**src/rtl/esirq_pkg.sv**
```systemverilog
// Constants, register map and carrier types of the external interrupt sense block.
package esirq_pkg;

    ////////////////////////////////////////////////////////////////////////////////
    // Widths.
    localparam int ESIRQ_ADDR_W = 16;
    localparam int ESIRQ_DATA_W = 8;
    localparam int ESIRQ_NUM_CH = 8;
    localparam int ESIRQ_CH_PER_REG = 4;

    ////////////////////////////////////////////////////////////////////////////////
    // Register offsets on the byte-wide register port.
    localparam logic [15:0] OFS_SENSE_CTRL_HIGH = 16'hfe12;
    localparam logic [15:0] OFS_SENSE_CTRL_LOW = 16'hfe13;
    localparam logic [15:0] OFS_LINE_ENABLES = 16'hfe14;
    localparam logic [15:0] OFS_STATUS_FLAGS = 16'hfe15;
    localparam logic [15:0] OFS_EVENT_STATUS = 16'hfe16;
    localparam logic [15:0] OFS_EVENT_MASK = 16'hfe17;

    ////////////////////////////////////////////////////////////////////////////////
    // Values after reset.
    localparam logic [7:0] RST_SENSE_CTRL_HIGH = 8'h00;
    localparam logic [7:0] RST_SENSE_CTRL_LOW = 8'h00;
    localparam logic [7:0] RST_LINE_ENABLES = 8'h00;
    localparam logic [7:0] RST_STATUS_FLAGS = 8'h00;
    localparam logic [7:0] RST_ARMED = 8'h00;
    localparam logic [7:0] RST_EVENT_STATUS = 8'h00;
    localparam logic [7:0] RST_EVENT_MASK = 8'h00;
    localparam logic [7:0] RST_PREV_INPUT = 8'hff;
    localparam logic [7:0] RST_READ_DATA = 8'h00;
    localparam logic [7:0] RST_REQUESTS = 8'h00;
    localparam logic [7:0] UNMAPPED_READ = 8'h00;

    ////////////////////////////////////////////////////////////////////////////////
    // Sense selection: upper bit above lower bit.
    typedef enum logic [1:0] {
        SENSE_LOW_LEVEL = 2'h0,
        SENSE_FALLING = 2'h1,
        SENSE_RISING = 2'h2,
        SENSE_BOTH_EDGES = 2'h3
    } esirq_sense_type;

    ////////////////////////////////////////////////////////////////////////////////
    // Register port request.
    typedef struct packed {
        logic [15:0] addr;
        logic [7:0] wdata;
        logic wr;
        logic rd;
    } esirq_bus_req_type;

    // Whole state of the top module.
    typedef struct packed {
        logic [7:0] sense_ctrl_high;
        logic [7:0] sense_ctrl_low;
        logic [7:0] enable_register;
        logic [7:0] channel_pending_flag;
        logic [7:0] armed;
        logic [7:0] prev_input;
        logic [7:0] event_status;
        logic [7:0] event_mask;
        logic [7:0] read_data;
        logic [7:0] requests;
        logic irq;
    } esirq_state_type;

endpackage : esirq_pkg

```
**src/rtl/esirq_top.sv**
```systemverilog
// Eight-channel external interrupt sense, flag and enable logic with its register port.
//
// How it works
// With both select bits of a channel at 0, its flag is set in every cycle the input is low.
// With select 0,1 the flag is set on each falling edge of that channel's input.
// With select 1,0 the flag is set on each rising edge of that channel's input.
// With select 1,1 the flag is set on every falling and every rising edge of the input.
// Each channel has an enable bit, reset to 0; only an enabled channel reaches irq_request, while irq_out ignores the enables.
// The high sense register keeps the select pairs of channels 7 to 4, reset to 0.
// The low sense register keeps the select pairs of channels 3 to 0, reset to 0.
// A channel's flag is set whenever its input meets the chosen sense condition.
// Software clears a flag by reading it as 1 and then writing 0; writing 1 does nothing. Here a write of 1 also disarms the flag until the next read.
// Exception handling clears a flag in edge modes, or in level mode while the input is high.
// The request sent to the CPU for a channel is its flag ANDed with its enable bit.
//
// The implementer's own choice: the plain strobed port.
`timescale 1ns/1ps
`default_nettype none

module esirq_top
    import esirq_pkg::*;
(
    // Clock and reset.
    input wire logic mclk,
    input wire logic rstn,

    // Register port.
    input wire esirq_bus_req_type bus_req,
    output logic [7:0] rd_data,

    // External request pins.
    input wire logic [7:0] ext_request_input,

    // Processor side.
    input wire logic [7:0] exc_ack,
    output logic [7:0] irq_request,
    output logic irq_out
);

    ////////////////////////////////////////////////////////////////////////////////
    // State.

    esirq_state_type state_q;
    esirq_state_type state_d;

    ////////////////////////////////////////////////////////////////////////////////
    // Access decode.

    logic wr_sense_high;
    logic wr_sense_low;
    logic wr_enables;
    logic wr_status;
    logic rd_status;
    logic wr_event_status;
    logic wr_event_mask;

    assign wr_sense_high = bus_req.wr && (bus_req.addr == OFS_SENSE_CTRL_HIGH);
    assign wr_sense_low = bus_req.wr && (bus_req.addr == OFS_SENSE_CTRL_LOW);
    assign wr_enables = bus_req.wr && (bus_req.addr == OFS_LINE_ENABLES);
    assign wr_status = bus_req.wr && (bus_req.addr == OFS_STATUS_FLAGS);
    assign rd_status = bus_req.rd && (bus_req.addr == OFS_STATUS_FLAGS);
    assign wr_event_status = bus_req.wr && (bus_req.addr == OFS_EVENT_STATUS);
    assign wr_event_mask = bus_req.wr && (bus_req.addr == OFS_EVENT_MASK);

    ////////////////////////////////////////////////////////////////////////////////
    // Select pair of one channel, upper bit first.

    function automatic esirq_sense_type sense_of(
        input logic [7:0] high_reg,
        input logic [7:0] low_reg,
        input int ch
    );
        logic [1:0] pair;
        int pos;
        pair = 2'h0;
        pos = 0;
        if (ch < ESIRQ_CH_PER_REG) begin
            pos = 2 * ch;
            pair = low_reg[pos +: 2];
        end else begin
            pos = 2 * (ch - ESIRQ_CH_PER_REG);
            pair = high_reg[pos +: 2];
        end
        sense_of = esirq_sense_type'(pair);
    endfunction

    ////////////////////////////////////////////////////////////////////////////////
    // Per-channel detection and flag upkeep.

    logic [7:0] detect;
    logic [7:0] clear_sw;
    logic [7:0] clear_hw;
    logic [7:0] new_event;

    always_comb begin
        esirq_sense_type mode;
        logic fell;
        logic rose;
        mode = SENSE_LOW_LEVEL;
        fell = 1'b0;
        rose = 1'b0;
        detect = 8'h00;
        clear_sw = 8'h00;
        clear_hw = 8'h00;
        for (int i = 0; i < ESIRQ_NUM_CH; i++) begin
            mode = sense_of(state_q.sense_ctrl_high, state_q.sense_ctrl_low, i);
            fell = state_q.prev_input[i] && !ext_request_input[i];
            rose = !state_q.prev_input[i] && ext_request_input[i];
            case (mode)
                SENSE_LOW_LEVEL: begin
                    detect[i] = !ext_request_input[i]; // see
                end
                SENSE_FALLING: begin
                    detect[i] = fell; // see
                end
                SENSE_RISING: begin
                    detect[i] = rose; // see
                end
                SENSE_BOTH_EDGES: begin
                    detect[i] = fell || rose; // see
                end
                default: begin
                    detect[i] = 1'b0;
                end
            endcase
            // Only a flag that was seen as 1 by an earlier read may be cleared by a 0.
            clear_sw[i] = wr_status && state_q.armed[i] && !bus_req.wdata[i];
            // In level mode a held-low input keeps the request; the handler cannot drop it.
            clear_hw[i] = exc_ack[i]
                && ((mode != SENSE_LOW_LEVEL) || ext_request_input[i]);
        end
        new_event = detect & ~state_q.channel_pending_flag;
    end

    ////////////////////////////////////////////////////////////////////////////////
    // Next state.

    always_comb begin
        state_d = state_q;

        // Input history for edge detection.
        state_d.prev_input = ext_request_input;

        // Configuration registers.
        if (wr_sense_high) begin
            state_d.sense_ctrl_high = bus_req.wdata;
        end
        if (wr_sense_low) begin
            state_d.sense_ctrl_low = bus_req.wdata;
        end
        if (wr_enables) begin
            state_d.enable_register = bus_req.wdata;
        end
        if (wr_event_mask) begin
            state_d.event_mask = bus_req.wdata;
        end

        // A detection in the same cycle as a clear wins, so no request is lost.
        state_d.channel_pending_flag = detect
            | (state_q.channel_pending_flag & ~(clear_sw | clear_hw)); // see

        // A read of the flags arms the bits read as 1; any write to the flags disarms all.
        // Arming follows the flag, so a flag cleared and set again must be read once more.
        state_d.armed = state_q.armed;
        if (rd_status) begin
            state_d.armed = state_q.armed | state_q.channel_pending_flag;
        end
        if (wr_status) begin
            state_d.armed = 8'h00;
        end
        state_d.armed = state_d.armed & state_d.channel_pending_flag;

        // Sticky event bits, cleared by writing 1; a new event beats the clear.
        if (wr_event_status) begin
            state_d.event_status = new_event | (state_q.event_status & ~bus_req.wdata);
        end else begin
            state_d.event_status = new_event | state_q.event_status;
        end

        // Requests to the CPU track the next flag and enable values, so the output
        // register lines up with the flag register in the same cycle.
        state_d.requests = state_d.channel_pending_flag & state_d.enable_register; // see
        state_d.irq = |(state_d.event_status & state_d.event_mask);

        // Read data stand only in the cycle after the read strobe.
        state_d.read_data = RST_READ_DATA;
        if (bus_req.rd) begin
            case (bus_req.addr)
                OFS_SENSE_CTRL_HIGH: begin
                    state_d.read_data = state_q.sense_ctrl_high;
                end
                OFS_SENSE_CTRL_LOW: begin
                    state_d.read_data = state_q.sense_ctrl_low;
                end
                OFS_LINE_ENABLES: begin
                    state_d.read_data = state_q.enable_register;
                end
                OFS_STATUS_FLAGS: begin
                    state_d.read_data = state_q.channel_pending_flag;
                end
                OFS_EVENT_STATUS: begin
                    state_d.read_data = state_q.event_status;
                end
                OFS_EVENT_MASK: begin
                    state_d.read_data = state_q.event_mask;
                end
                default: begin
                    state_d.read_data = UNMAPPED_READ;
                end
            endcase
        end
    end

    ////////////////////////////////////////////////////////////////////////////////
    // Registers.

    always_ff @(posedge mclk or negedge rstn) begin
        if (!rstn) begin
            state_q.sense_ctrl_high <= RST_SENSE_CTRL_HIGH;
            state_q.sense_ctrl_low <= RST_SENSE_CTRL_LOW;
            state_q.enable_register <= RST_LINE_ENABLES;
            state_q.channel_pending_flag <= RST_STATUS_FLAGS;
            state_q.armed <= RST_ARMED;
            // Idle-high history: a pin already low at release counts as a falling edge.
            state_q.prev_input <= RST_PREV_INPUT;
            state_q.event_status <= RST_EVENT_STATUS;
            state_q.event_mask <= RST_EVENT_MASK;
            state_q.read_data <= RST_READ_DATA;
            state_q.requests <= RST_REQUESTS;
            state_q.irq <= 1'b0;
        end else begin
            state_q <= state_d;
        end
    end

    ////////////////////////////////////////////////////////////////////////////////
    // Outputs.

    assign rd_data = state_q.read_data;
    assign irq_request = state_q.requests;
    assign irq_out = state_q.irq;

endmodule // esirq_top

`default_nettype wire
```
**config.mk**
```make
export PLATFORM = sky130hd
export DESIGN_NAME = esirq_top
export DESIGN_NICKNAME = d
export VERILOG_FILES = /design/src/rtl/esirq_pkg.sv /design/src/rtl/esirq_top.sv
export SDC_FILE = /design/constraint.sdc
export NUM_CORES = 1
export LEC_CHECK = 0
export BUFFER_PORTS_ARGS = -buffer_cell sky130_fd_sc_hd__buf_2
export CAP_MARGIN = 0
export CORE_AREA = 2 2 88 90
export DETAILED_ROUTE_END_ITERATION = 7
export DIE_AREA = 0 0 90 92
export MAX_ROUTING_LAYER = met4
export PLACE_DENSITY = 0.81
export SKIP_CTS_REPAIR_TIMING = 1
export SYNTH_ARGS = -nofsm -noshare
export SYNTH_HDL_FRONTEND = slang
export SYNTH_SLANG_ARGS = --single-unit
```
**constraint.sdc**
```tcl
create_clock -name mclk -period 3.6 [get_ports mclk]
set_input_delay 0.9 -clock mclk [delete_from_list [all_inputs] [get_ports mclk]]
set_output_delay 0.9 -clock mclk [all_outputs]
set_load 0.03 [all_outputs]
```
=== Yosys cells after proc, flatten, opt, wreduce, memory -nomap -nowiden ===
Index checks and enable logic that the tools add are counted.

* Bits in registers: 81
* Word-level logic and storage cells: 174
* Bits of input ports: 44
* Output and inout port bits: 17

* Eq/ne operators: 30
* Bitwise gates (word level): 14
* Reduce and logical (&&, ||, !) cells: 104
* Mux-type cells: 15

{| class="wikitable"
|+ Operators with widths
! cell !! count
|-
| 16-bit equality test, second input constant || 6
|-
| 8-bit AND || 6
|-
| 8-bit 2-to-1 mux || 6
|-
| 8-bit case mux with 6 select lines || 1
|-
| 1-bit logical AND || 47
|-
| 8-bit bitwise OR || 5
|-
| 2-bit equality test, second input constant || 16
|-
| 1-bit case mux with 4 select lines || 8
|-
| 1-bit zero test || 24
|-
| 8-bit NOT || 3
|-
| 2-bit by 1-bit equality test with 1-bit output, second input constant || 8
|-
| 2-bit zero test || 8
|-
| 1-bit logical OR || 16
|-
| 2-bit nonzero test || 8
|-
| 8-bit OR reduction || 1
|}

=== Logic depth before layout (Yosys ltp) ===
* Depth in word-level cells: 9
* Mapped depth: 8
* Depth with buffers taken out: 8

=== Worst setup path after synthesis ===
OpenSTA, ideal clock, no wires.

* Path type: input -> register
* From: input bus_req[13] in the netlist's numbering
* To: register state_q (netlist bit irq_request[7])
* Path buffers: 2
* Stages on the path: 8
* Slack: 721 ps
* Arrival: 2751 ps
* Required time: 3472 ps
* Setup time: 128 ps
* Path through: or3b_1 -> or4_4 -> buf_6 -> nor2_2 -> and2_1 -> buf_6 -> mux2_1 -> nor2b_1

{| class="wikitable"
|+ RTL lines
! what !! line !! text
|-
| start, declared || esirq_top.sv:28 || <nowiki>input wire esirq_bus_req_type bus_req,</nowiki>
|-
| end signal, assigned || esirq_top.sv:232 || <nowiki>state_q <= state_d;</nowiki>
|-
| end, declared || esirq_top.sv:43 || <nowiki>esirq_state_type state_q;</nowiki>
|}

==> run_results.csv <==
group,metric,value,unit
floorplan,die_h,92,um
critical_path,worstSetupEndpoint,"irq_request[7]$_DFF_PN0_",
global_routing,grt_pass1_vias,3067,
critical_path,critPathKind,"in2reg",
route,num_vias,3022,
route,drtIter0Drc,271,
global_routing,grt_util_all_layers,0.244,
logic_synthesis,yosys_warnings,0,
global_routing,antenna_found_initial,0,
critical_path,startpoint,"bus_req[13]",
min_path,hp-class,"reg2reg",
route,post-route-drc-count,0,
power,p_leak,2.39,nW
sta,hold_viol_final,0,
placed_design,place_congestion,0.879,
logic_synthesis,synth.area.top_cells,"dfrtp_1 (43%), mux2_2 (6.6%), dfstp_2 (4.9%)",
sta,setup_viol,0,
cts,clkSlewWorstSetupHoldPaths,0.08,ns
cts,clkSinkCount,81,
logic_synthesis,synth_edf_count,0,
sta,timing.setup.tns,0,ns
power,ir_drop,0.000216,V
sta,slew_headroom,0.342,
sta,finalCritPeriodShare,0.789,
sta,period_needed,2.84,ns
sta,slew_viol_final,0,
critical_path,worstReg2RegEnd,"irq_out$_DFF_PN0_",
finish,syn_to_final_growth,12.3,%
logic_synthesis,yosysTopAreaCellShare,0.430,
global_routing,grt_pass1_wl,15300,um
critical_path,crit_required,3.82,ns
floorplan,core_area,7450,um2
logic_synthesis,synth_top_cell_by_area,"dfrtp_1",
critical_path,crit_fanout,18,
route,first_pass_iters,4,
sta,max_freq,352,MHz
critical_path,r2r-start,"state_q[39]$_DFF_PN1_",
cts,cts_tree,"built",
logic_synthesis,ys.flop_type,"dfrtp_1",
route,antenna_left,0,
finish,diodes,0,
cts,clock-root-buffer,"clkbuf_8",
cts,cts_buffers,9,
run,max_cap_violations,0,
floorplan,die-area,8280,um2
logic_synthesis,ys_ff_latch,81,
floorplan,fp.dieW,90,um
power,p_per_area,391,nW/um2
sta,holdWs,0.523,ns
critical_path,reg2reg_slack,1.63,ns
sta,tightest_slew,0.987,ns
critical_path,start_kind,"input port",
logic_synthesis,synth_area_per_cell,11.3,um2
floorplan,num_rows,32,
status,status,"finished clean",
global_routing,grt_max_degree,82,
critical_path,reg2reg_depth,8,
sta,skew,0.00987,ns
sta,rsz0062_at_grt,"false",
finish,final_nets,486,
finish,n_fill_cell,614,
placed_design,place_hpwl,6410,um
cts,clkLatencyLatePin,0.35,ns
logic_synthesis,synth_seq_area_share,0.479,
route,wirelength,9160,um
logic_synthesis,synthArstFlopShare,1.00,
placed_design,port_buffers,60,
logic_synthesis,synth_cell_types,39,
floorplan,initial_core_util,0.571,
floorplan,ioPinCount,61,
cts,h-tree-depth,3,
finish,drive_gt1_frac,0.311,
global_routing,grt-ovfl-total,0,
cts,cts_buffer_depth,2,
route,routedWlPerCell,17.2,um
logic_synthesis,syn_nets,436,
logic_synthesis,syn_area,4250,um2
route,viasPerCell,5.67,
logic_synthesis,syn_inst,376,
critical_path,worstSetupEndpointType,"flop",
critical_path,critPathArrivalTime,3.07,ns
## cell usage in the layout, fill, tap and decap left out, types with 3 or more instances in the layout
cell type / count
and2_1: 8
o31ai_1: 8
nor2b_1: 3
nand3b_1: 8
o21ai_0: 24
dfrtp_1: 73
ha_1: 16
a22oi_1: 5
nor3_1: 8
dfstp_2: 8
mux2_2: 25
mux4_2: 7
a21boi_1: 7
buf_2: 59
o22ai_1: 8
nand3_1: 17
clkbuf_8: 9
buf_4: 7
mux2i_1: 16
inv_1: 39
a21oi_1: 16
a31oi_1: 7
nor2_1: 10
bufinv_16: 3
nand2_1: 11
mux2_4: 7
## sequential cells by signal, summed over array words and instances, names as in the netlist
register / count
irq_request: 8
state_q: 64
irq_out: 1
rd_data: 8
## logic make-up (layout without fill, tap and decap cells)
| logic type | count (synthesis) | in the layout | share of synthesized area |
|---|---|---|---|
| simple gates | 80 | 80 | 0.112 |
| buf+inv | 66 | 121 | 0.0786 |
| fa+ha+maj | 16 | 16 | 0.0471 |
| flops | 81 | 81 | 0.479 |
| mux | 56 | 56 | 0.168 |
| compound gates | 77 | 77 | 0.115 |
## per-stage QoR
step                cell area [um2]  instances  worst slack (ns)  total power, mW   util
finish                         4770        533             0.759             1.87  0.641
global route                   4770        533             0.677             1.94  0.641
CTS                            4770        533             0.790             1.88  0.641
detailed placement             4540        517             0.420             1.10  0.609
global placement               4540        517             0.461             1.09  0.609
floorplan                      4250        376             0.721             1.02      -
## critical path: stages
cell     delay [ns]
buf_2          0.09
or3b_1         0.43
or4_4          0.65
nor2_2         0.16
and2_1         0.17
buf_4          0.19
mux2_1         0.34
nor2b_1        0.13
## cells in the mapped netlist (3+ instances only)
| cell | count |
|---|---|
| buf_4 | 16 |
| mux4_2 | 7 |
| dfrtp_1 | 73 |
| nor2b_1 | 3 |
| buf_6 | 3 |
| mux2i_1 | 16 |
| dfstp_2 | 8 |
| buf_1 | 4 |
| a22oi_1 | 5 |
| nand2_1 | 11 |
| o22ai_1 | 8 |
| o31ai_1 | 8 |
| buf_2 | 3 |
| nor3_1 | 8 |
| nand3b_1 | 8 |
| and2_1 | 8 |
| nor2_1 | 10 |
| ha_1 | 16 |
| mux2_4 | 7 |
| mux2_2 | 25 |
| nand3_1 | 17 |
| a21boi_1 | 7 |
| a21oi_1 | 16 |
| a31oi_1 | 7 |
| o21ai_0 | 24 |
| inv_1 | 39 |
## layer usage
| layer | global-route usage | share of wire |
|---|---|---|
| met1 | 0.329 | 0.45 |
| met2 | 0.370 | 0.47 |
| met3 | 0.0460 | 0.060 |
| met4 | 0.103 | 0.023 |
| met5 | - | 0 |
## report_power, final
group          internal (mW)  total (mW)  leakage [nW]  switching [mW]
Clock                  0.462       0.784         0.118           0.323
Combinational         0.0605       0.147          1.24          0.0869
Sequential             0.924       0.935          1.03          0.0111
## worst min path at each step
stage                                startpoint               endpoint  slack [ns]  cells past startpoint
final                     state_q[64]$_DFF_PN0_  state_q[64]$_DFF_PN0_        0.52                      1
after global routing      state_q[64]$_DFF_PN0_  state_q[64]$_DFF_PN0_        0.54                      1
after CTS                 state_q[64]$_DFF_PN0_  state_q[64]$_DFF_PN0_        0.52                      1
after detailed placement  state_q[61]$_DFF_PN0_  state_q[61]$_DFF_PN0_        0.50                      1
after global placement    state_q[64]$_DFF_PN0_  state_q[64]$_DFF_PN0_        0.50                      1
after floorplan           state_q[64]$_DFF_PN0_  state_q[64]$_DFF_PN0_        0.47                      1
## area by class of cell
| class | instances | area [um2] | area share |
|---|---|---|---|
| clock buffer | 11 | 131 | 0.0275 |
| clock inverter | 5 | 104 | 0.0218 |
| inverter | 39 | 146 | 0.0307 |
| multi-input combinational | 229 | 1880 | 0.394 |
| sequential | 81 | 2040 | 0.427 |
| tap | 102 | 128 | 0.0267 |
| timing repair buffer | 66 | 348 | 0.0729 |
No activity file was read; power rests on OpenSTA's default activity.
